==> config.mk <==
export PLATFORM = sky130hd
export DESIGN_NAME = ext_mem_interface_config
export DESIGN_NICKNAME = d
export VERILOG_FILES = /design/src/ext_mem_pkg.sv /design/src/ext_mem_interface_config.sv /design/src/wait_decode.sv
export SDC_FILE = /design/constraint.sdc
export NUM_CORES = 1
export LEC_CHECK = 0
export ABC_AREA = 1
export BUFFER_PORTS_ARGS = -buffer_cell sky130_fd_sc_hd__buf_4
export CAP_MARGIN = 25
export CORE_AREA = 5 5 102 104
export DETAILED_ROUTE_END_ITERATION = 7
export DIE_AREA = 0 0 107 109
export GPL_ROUTABILITY_DRIVEN = 0
export PLACE_DENSITY = 0.71
export SETUP_SLACK_MARGIN = 0.2
export SKIP_CTS_REPAIR_TIMING = 1
export SLEW_MARGIN = 10
export SYNTH_ARGS = -nofsm -noshare
export SYNTH_HDL_FRONTEND = slang
export SYNTH_SLANG_ARGS = --single-unit
==> constraint.sdc <==
create_clock -name sys_clk -period 3.59 [get_ports sys_clk]
set_input_delay 0 -clock sys_clk [delete_from_list [all_inputs] [get_ports sys_clk]]
set_output_delay 0 -clock sys_clk [all_outputs]
set_load 0.01 [all_outputs]
==> src/ext_mem_pkg.sv <==
`default_nettype none
package ext_mem_pkg;
   // ==========================================================
   // Register offsets
   localparam logic [7:0] MCU_CONTROL_OFS = 8'h35;
   localparam logic [7:0] XMC_B_OFS       = 8'h6C;
   localparam logic [7:0] XMC_A_OFS       = 8'h6D;
   // ==========================================================
   // Reset values and field positions
   localparam logic [7:0] REG_RESET       = 8'h00;
   localparam int ENABLE_BIT      = 7;
   localparam int UPPER_WAIT_LO   = 6;
   localparam int SECTOR_LIM_LSB  = 4;
   localparam int LOWER_WAIT_LSB  = 2;
   localparam int UPPER_WAIT_HI   = 1;
   localparam int KEEPER_BIT      = 7;
   localparam int HIGH_MASK_LSB   = 0;
   // Writable bit masks
   localparam logic [7:0] XMC_A_MASK      = 8'h7E;
   localparam logic [7:0] XMC_B_MASK      = 8'h87;
   localparam logic [7:0] MCU_EXT_MASK    = 8'hC0;
   // ==========================================================
   // Address space
   localparam logic [15:0] EXT_BASE       = 16'h1100;
   localparam logic [15:0] SECTOR_STEP    = 16'h2000;
   localparam int HIGH_BITS       = 8;

   typedef enum logic [1:0] {
      WAIT_NONE, WAIT_ONE, WAIT_TWO, WAIT_TWO_HOLD
   } wait_code_e;

   typedef struct packed {
      logic [2:0] strobeWaits;
      logic       holdCycle;
   } wait_cfg_s;

   typedef struct packed {
      logic       enable;
      logic       upperWaitLo;
      logic       legacyMode;
      logic [2:0] sectorLimit;
      logic [1:0] lowerWait;
      logic       upperWaitHi;
      logic       keeperEnable;
      logic [2:0] highMask;
   } xmem_cfg_s;
endpackage : ext_mem_pkg
`default_nettype wire

==> src/ext_mem_interface_config.sv <==
`default_nettype none
module ext_mem_interface_config
   import ext_mem_pkg::*;
(
   input  wire logic                sys_clk,
   input  wire logic                nrst,
   input  wire logic                legacyMode,
   input  wire logic                regWrite,
   input  wire logic [7:0]          regAddr,
   input  wire logic [7:0]          regWdata,
   output logic      [7:0]          regRdata,
   input  wire logic                accessValid,
   input  wire logic [15:0]         accessAddr,
   input  wire logic                adDriven,
   input  wire logic [7:0]          adPinIn,
   input  wire logic [7:0]          portDirection,
   output logic                     memPinsOwned,
   output logic      [7:0]          highAddrOwned,
   output logic      [7:0]          portDirEffective,
   output logic      [15:0]         maskedAddr,
   output logic                     upperSelected,
   output logic      [2:0]          strobeWaits,
   output logic                     addrHoldCycle,
   output logic                     keeperActive,
   output logic      [7:0]          keeperOut,
   output logic                     keeperOe
);
   // ==========================================================
   // Pin input synchroniser
   logic [7:0] adMeta_r, adSync_r;
   logic       drvMeta_r, drvSync_r;
   always_ff @(posedge sys_clk or negedge nrst) begin
      if (!nrst) begin
         adMeta_r  <= 8'h00;
         adSync_r  <= 8'h00;
         drvMeta_r <= 1'b0;
         drvSync_r <= 1'b0;
      end else begin
         adMeta_r  <= adPinIn;
         adSync_r  <= adMeta_r;
         drvMeta_r <= adDriven;
         drvSync_r <= drvMeta_r;
      end
   end

   // ==========================================================
   // Registers
   logic [7:0] mcuCtl_r, mcuCtl_nxt;
   logic [7:0] xmcA_r, xmcA_nxt;
   logic [7:0] xmcB_r, xmcB_nxt;
   logic [7:0] rdata_nxt;
   always_comb begin
      mcuCtl_nxt = mcuCtl_r;
      xmcA_nxt   = xmcA_r;
      xmcB_nxt   = xmcB_r;
      if (regWrite) begin
         case (regAddr)
            MCU_CONTROL_OFS: mcuCtl_nxt = regWdata;
            XMC_A_OFS:       xmcA_nxt   = regWdata & XMC_A_MASK;
            XMC_B_OFS:       xmcB_nxt   = regWdata & XMC_B_MASK;
            default:         ;
         endcase
      end
      case (regAddr)
         MCU_CONTROL_OFS: rdata_nxt = mcuCtl_nxt;
         XMC_A_OFS:       rdata_nxt = xmcA_nxt;
         XMC_B_OFS:       rdata_nxt = xmcB_nxt;
         default:         rdata_nxt = 8'h00;
      endcase
   end
   always_ff @(posedge sys_clk or negedge nrst) begin
      if (!nrst) begin
         mcuCtl_r <= REG_RESET;
         xmcA_r   <= REG_RESET;
         xmcB_r   <= REG_RESET;
         regRdata <= REG_RESET;
      end else begin
         mcuCtl_r <= mcuCtl_nxt;
         xmcA_r   <= xmcA_nxt;
         xmcB_r   <= xmcB_nxt;
         regRdata <= rdata_nxt;
      end
   end

   // ==========================================================
   // Configuration fields
   xmem_cfg_s cfg;
   always_comb begin
      cfg.enable       = mcuCtl_r[ENABLE_BIT];
      cfg.upperWaitLo  = mcuCtl_r[UPPER_WAIT_LO];
      cfg.legacyMode   = legacyMode;
      cfg.sectorLimit  = xmcA_r[SECTOR_LIM_LSB +: 3];
      cfg.lowerWait    = xmcA_r[LOWER_WAIT_LSB +: 2];
      cfg.upperWaitHi  = xmcA_r[UPPER_WAIT_HI];
      cfg.keeperEnable = xmcB_r[KEEPER_BIT];
      cfg.highMask     = xmcB_r[HIGH_MASK_LSB +: 3];
   end

   // ==========================================================
   // Sector select and wait decode
   logic [15:0] upperBase;
   logic        inUpper;
   logic [1:0]  selCode;
   wait_cfg_s   waitCfg;
   always_comb begin
      upperBase = 16'({cfg.sectorLimit, 13'h0000});
      if (cfg.sectorLimit == 3'd0) begin
         inUpper = 1'b1;
      end else begin
         inUpper = (accessAddr >= upperBase);
      end
      if (inUpper) begin
         selCode = {cfg.upperWaitHi, cfg.upperWaitLo};
      end else begin
         selCode = cfg.lowerWait;
      end
   end
   wait_decode u_wait_decode (
      .code       (selCode),
      .legacyMode (cfg.legacyMode),
      .legacyBit  (cfg.upperWaitLo),
      .cfg        (waitCfg)
   );

   // ==========================================================
   // Pin ownership, mask and keeper
   logic [7:0]  highOwn_nxt, dirEff_nxt, keepOut_nxt;
   logic [15:0] mAddr_nxt;
   logic        keepOe_nxt;
   always_comb begin
      highOwn_nxt = 8'hFF >> cfg.highMask;
      if (!cfg.enable) begin
         highOwn_nxt = 8'h00;
      end
      // Direction override: owned pins driven by interface
      dirEff_nxt = cfg.enable ? (portDirection | highOwn_nxt)
                              : portDirection;
      // Masked address: high byte gated by owned pins, low byte passes unmasked
      mAddr_nxt = {accessAddr[15:8] & highOwn_nxt,
                   accessAddr[7:0]};
      keepOe_nxt  = cfg.keeperEnable && !drvSync_r;
      keepOut_nxt = keeperOut;
      if (drvSync_r) begin
         keepOut_nxt = adSync_r;
      end
   end
   always_ff @(posedge sys_clk or negedge nrst) begin
      if (!nrst) begin
         memPinsOwned     <= 1'b0;
         highAddrOwned    <= 8'h00;
         portDirEffective <= 8'h00;
         maskedAddr       <= 16'h0000;
         upperSelected    <= 1'b0;
         strobeWaits      <= 3'd0;
         addrHoldCycle    <= 1'b0;
         keeperActive     <= 1'b0;
         keeperOut        <= 8'h00;
         keeperOe         <= 1'b0;
      end else begin
         memPinsOwned     <= cfg.enable;
         highAddrOwned    <= highOwn_nxt;
         portDirEffective <= dirEff_nxt;
         maskedAddr       <= mAddr_nxt;
         upperSelected    <= accessValid && inUpper;
         strobeWaits      <= accessValid ? waitCfg.strobeWaits : 3'd0;
         addrHoldCycle    <= accessValid && waitCfg.holdCycle;
         keeperActive     <= cfg.keeperEnable;
         keeperOut        <= keepOut_nxt;
         keeperOe         <= keepOe_nxt;
      end
   end
endmodule : ext_mem_interface_config
`default_nettype wire

==> src/wait_decode.sv <==
`default_nettype none
module wait_decode
   import ext_mem_pkg::*;
(
   input  wire logic [1:0]            code,
   input  wire logic                  legacyMode,
   input  wire logic                  legacyBit,
   output var ext_mem_pkg::wait_cfg_s cfg
);
   // ==========================================================
   // Wait code decode
   always_comb begin
      cfg = '0;
      if (legacyMode) begin
         cfg.strobeWaits = {2'b00, legacyBit};
      end else begin
         case (wait_code_e'(code))
            WAIT_NONE:     cfg.strobeWaits = 3'd0;
            WAIT_ONE:      cfg.strobeWaits = 3'd1;
            WAIT_TWO:      cfg.strobeWaits = 3'd2;
            WAIT_TWO_HOLD: begin
               cfg.strobeWaits = 3'd2;
               cfg.holdCycle   = 1'b1;
            end
            default:       cfg.strobeWaits = 3'd0;
         endcase
      end
   end
endmodule : wait_decode
`default_nettype wire

Word-level counts from Yosys, hierarchy flattened
Index checks and enable logic that the tools add are counted.

word-level totals
  word-level logic and storage cells = 51
  input port bits = 54
  register bits = 98
  output and inout bits = 56

cells by class
  magnitude comparators = 1
  bitwise operators = 2
  equal/unequal tests = 6
  reduce and logical (&&, ||, !) cells = 7
  muxes and demuxes = 16
  shifts and indexed selects = 1

operator list
  operator                                             count
  2-to-1 mux 8 bit                                     8
  case mux 8 bit (3 select lines)                      1
  equality test 8 x 7 -> 1 bit, second input constant  2
  greater-or-equal comparator 16 bit                   1
  case mux 3 bit (3 select lines)                      1
  AND 8 bit                                            1
  equality test 8 x 6 -> 1 bit, second input constant  1
  OR 8 bit                                             1
  >> shifter 8 x 3 -> 8 bit, first input constant      1
  2-to-1 mux 3 bit                                     2
  equality test 2 bit, second input constant           2
  logical AND 1 bit                                    3
  zero test 3 bit                                      1
  2-to-1 mux 1 bit                                     3
  equality test 2 x 1 -> 1 bit, second input constant  1
  zero test 2 bit                                      1
  2-to-1 mux 2 bit                                     1
  OR reduction 2 bit                                   1
  zero test 1 bit                                      1

Logic depth before layout (Yosys ltp)
  word-level depth = 8
  depth in mapped cells = 12
  gate-level depth less buffers = 12

Cells and area by module
Synthesis repeated with hierarchy kept, for this count alone.

unflattened totals
  cells, all modules = 346
  area, all modules = 3,828.7 um2

modules (own cells, without submodules)
  module                    seq. area each (um2)  cells an instance  instances  area each (um2)
  ext_mem_interface_config  2,427.3               336                1          3,786.1
  wait_decode               0.0                   10                 1          42.5

Least setup slack after synthesis
OpenSTA, ideal clock, no wires.

  kind = register -> register
  start point = register xmcA_r[6]
  end point = register addrHoldCycle
  arrival = 1.383 ns
  period minus slack after synthesis = 1.449 ns
  required time = 3.524 ns
  cell stages (with the launch flop) = 11
  library setup time = 0.066 ns
  path buffers = 0
  slack = 2.141 ns
  cell sequence = dfrtp_1 > inv_1 > ha_1 > a21oi_1 > nand2_1 > nor2_2 > nand2_1 > nand2_1 > nand2_1 > nor2_1 > and2_1

between the ends
  longest elaborated chain between the ends = 7
  elaborated cells on any way between the ends = 8
  classes of those cells = order compare (1); eq/ne (1); mux (4); reduce/logical (2)

RTL lines
  element                                                                RTL line                                                          text
  from (decl)                                                            ext_mem_interface_config.sv:49                                    logic [7:0] xmcA_r, xmcA_nxt;
  from (signal assigned)                                                 ext_mem_interface_config.sv:79                                    xmcA_r <= xmcA_nxt;
  greater-or-equal comparator 16 bit or zero test 3 bit (tied branches)  ext_mem_interface_config.sv:110, ext_mem_interface_config.sv:107
  2-to-1 mux 1 bit (*)                                                   ext_mem_interface_config.sv:107                                   if (cfg.sectorLimit == 3'd0) begin
  2-to-1 mux 2 bit (*)                                                   ext_mem_interface_config.sv:112                                   if (inUpper) begin
  equality test 2 bit (*)                                                wait_decode.sv:17                                                 case (wait_code_e'(code))
  2-to-1 mux 1 bit (*)                                                   wait_decode.sv:17
  2-to-1 mux 1 bit (*)                                                   wait_decode.sv:14                                                 if (legacyMode) begin
  logical AND 1 bit (*)                                                  ext_mem_interface_config.sv:166                                   addrHoldCycle <= accessValid && waitCfg.holdCycle;
  to (signal assigned)                                                   ext_mem_interface_config.sv:166
  to (decl)                                                              ext_mem_interface_config.sv:23                                    output logic addrHoldCycle,

Every way passes the cells marked *; elsewhere a longest branch is shown, timed or not.
A chain may end at the register's enable or synchronous reset.

Worst setup path in the final report
Same ends and word-level chain as after synthesis.

==> flow_metrics.env <==
export IMPL_cts_buffers=9
export IMPL_yosys_top_cells_count="96 x dfrtp_1, 47 x nand2_1, 38 x inv_1, 20 x nor2_1"
export IMPL_status="complete, but fails checks"
export IMPL_route_vias_total=2668
export IMPL_grt_overflow_total=0
export IMPL_hold_violations=2
export IMPL_grt_pass1_vias=2484
export IMPL_drive_gt1_share_pct=33.7
export IMPL_finalCriticalPeriod_ns=1.61
export IMPL_synthesis_area_um2=3570
export IMPL_syn_inst=308
export IMPL_cp_required_ns=3.89
export IMPL_wl_mm=8.44
export IMPL_regToRegSetupSlack_ns=1.98
export IMPL_fmax_mhz=620
export IMPL_violations="hold timing"
export IMPL_grt_setup_unrepaired="no"
export IMPL_leakage_nw=2.58
export IMPL_cts_tree="built"
export IMPL_path_class="flop to flop"
export IMPL_area_delta_synth_final_pct=42.6
export IMPL_yosys_most_used_dff="dfrtp_1"
export IMPL_finalSetupViolCount=0
export IMPL_path_common_cell="nand2_1"
export IMPL_setup_worst_path_start="xmcA_r[6]"
export IMPL_holdCritPathClass="input port to flop"
export IMPL_grt_total_usage_pct=13.9
export IMPL_io_pins=110
export IMPL_grt_use_met3_pct=4.68
export IMPL_ctsRootBufferMaster="clkbuf_8"
export IMPL_worst_pin_slew_ns=0.760
export IMPL_use_met2_pct=21.7
export IMPL_max_slew_margin_pct=49.4
export IMPL_crit_fanout=4
export IMPL_start_kind="flop"
export IMPL_fin_hold_ws_ns=-0.0111
export IMPL_avgViaCountPerCell=4.58
export IMPL_fp_dieH_um=109
export IMPL_syn_num_nets=365
export IMPL_synth_most_common_cell="dfrtp_1"
export IMPL_yosysSeqAreaShare_pct=67.2
export IMPL_dpl_cell_area_um2=4480
export IMPL_drc=0
export IMPL_first_pass_iters=4
export IMPL_h_tree_depth=3
export IMPL_fin_crit_sh_pct=44.9
export IMPL_drtIter0Drc=126
export IMPL_end_kind="flop"
export IMPL_vdd_drop_max_uv=170
export IMPL_fin_area_um2=5100
export IMPL_die_area_um2=11700
export IMPL_gr_max_usage_layer="met2"
export IMPL_grt_use_met1_pct=18.0
export IMPL_cp_cell_sequence="inv_1, ha_1, a21oi_1, nand2_1, nor2_2, nand2_1, nand2_1, nand2_1, nor2_1, and2_1"
export IMPL_crit_slowest_cell="dfrtp_1"
export IMPL_yosys_area_top_type="dfrtp_1"
export IMPL_initial_core_util_pct=37.8
export IMPL_rows=36
export IMPL_maxCapViolations=0
export IMPL_syn_area_per_cell_um2=11.6
export IMPL_grt_pass1_wl_mm=12.2
export IMPL_cpPeakStageDelay_ns=0.40
export IMPL_slew_violations=0
export IMPL_cts_clk_slew_worst_paths_ns=0.09
export IMPL_clkLatencyLatePin_ns=0.37
export IMPL_wl_per_cell_um=14.5
export IMPL_crit_arrival_ns=1.92
export IMPL_power_density_nw_per_um2=410
export IMPL_synth_distinct_cells=28
export IMPL_final_nets=521
export IMPL_tns_ns=0
export IMPL_antenna_found_initial=0
export IMPL_worstHoldStart="regWdata[6]"
export IMPL_skew_ns=0.0122
export IMPL_die_w_um=107
export IMPL_synth_area_leaders="dfrtp_1 67%, nand2_1 4.9%, inv_1 4.0%, o211ai_1 3.6%, o21a_1 3.6%"
export IMPL_antenna_left=0
export IMPL_netlist_area_leader_share_pct=67.2
export IMPL_antennaDiodeCount=0
export IMPL_power_mw=2.09
export IMPL_port_buffers=108
export IMPL_fp_coreArea_um2=9460
export IMPL_grt_max_degree=62
export IMPL_async_reset_ff_share_pct=100
export IMPL_ys_warn_count=0
export IMPL_synth_seq_cells=96
export IMPL_clock_path_buffers=2
export IMPL_place_hpwl_mm=5.98
export IMPL_fill_cells=821
export IMPL_r2r_start="xmcA_r[6]"
export IMPL_clkSinkCount=96
export IMPL_synth_edff_count=0
worst max-delay path, delay by kind of cell, from the launching register on:
| family | cells | cell delay [ns] |
|---|---|---|
| compound gates | 1 | 0.13 |
| flops | 1 | 0.40 |
| buf+inv | 1 | 0.06 |
| fa+ha+maj | 1 | 0.30 |
| simple gates | 7 | 0.67 |
state kept, by name (all words and copies together), names as in the netlist:
signal	cells
portDirEffective	8
keeperOe	1
xmcA_r	8
keeperOut	8
maskedAddr	16
regRdata	8
drvSync_r	1
addrHoldCycle	1
keeperActive	1
upperSelected	1
drvMeta_r	1
highAddrOwned	8
xmcB_r	8
mcuCtl_r	8
strobeWaits	2
adSync_r	8
adMeta_r	8
stage by stage:
| stage | std cells | util (%) | worst slack (ns) |
|---|---|---|---|
| after CTS | 540 | 49.3 | 1.98 |
| after global routing | 583 | 53.9 | 1.84 |
| after global placement | 524 | 47.3 | 2.08 |
| after floorplan | 308 | - | 2.14 |
| after detailed placement | 524 | 47.3 | 2.00 |
| final | 583 | 53.9 | 1.98 |
kinds of logic after synthesis:
logic type / Yosys count / share of synthesized area [%]
muxes: 8 / 2.52
adders and majority gates: 3 / 1.05
AOI/OAI and AO/OA: 42 / 8.40
buffers and inverters: 48 / 5.88
and+or+nand+nor: 110 / 14.8
other: 1 / 0.105
DFF: 96 / 67.2
where the power goes:
part	switching [mW]	leakage [nW]	internal, mW
logic	0.115	1.30	0.142
registers	0.0269	1.19	1.13
clock network	0.393	0.0899	0.279
layout by cell type (no fill, tap or decap):
| master | instances |
|---|---|
| nor3_1 | 2 |
| inv_2 | 3 |
| o21a_1 | 17 |
| dfrtp_1 | 96 |
| ha_1 | 3 |
| nand3_2 | 1 |
| clkinvlp_4 | 2 |
| buf_4 | 109 |
| clkinv_4 | 1 |
| nor2_4 | 3 |
| inv_6 | 3 |
| nor2_2 | 2 |
| nand2_2 | 6 |
| nand3_1 | 14 |
| mux2_2 | 8 |
| nor3_2 | 1 |
| dlygate4sd3_1 | 43 |
| and3_1 | 1 |
| nand2_1 | 47 |
| a21oi_1 | 3 |
| nor2_1 | 20 |
| a21boi_0 | 2 |
| nand2_4 | 1 |
| conb_1 | 1 |
| clkbuf_8 | 10 |
| o21ai_0 | 3 |
| o211ai_1 | 17 |
| nor3b_1 | 1 |
| inv_1 | 38 |
| and2_1 | 3 |
| or2_2 | 8 |
layer usage:
layer  routed length, um  up-vias
met5                   0        -
met4                 155        0
met3                 502       14
met2                4150       83
met1                3630     1276
li1                    -     1295
final cells by class:
type | count | area (um^2) | area share (%)
Clock buffer | 10 | 138 | 2.70
Sequential cell | 96 | 2400 | 47.1
Inverter | 41 | 154 | 3.02
Clock inverter | 6 | 50.0 | 0.982
Tap cell | 114 | 143 | 2.80
Timing Repair Buffer | 152 | 1250 | 24.5
Multi-Input combinational cell | 164 | 961 | 18.9
path summary, 6_finish.rpt:
path	to	cells after the start
max	addrHoldCycle	10
min	mcuCtl_r[6]	4
max reg2reg	addrHoldCycle	10
min reg2reg	adSync_r[4]	0
max in group asynchronous	keeperOe	3
min in group asynchronous	maskedAddr[6]	2
Note: power is estimated with default switching activity, not from simulation.
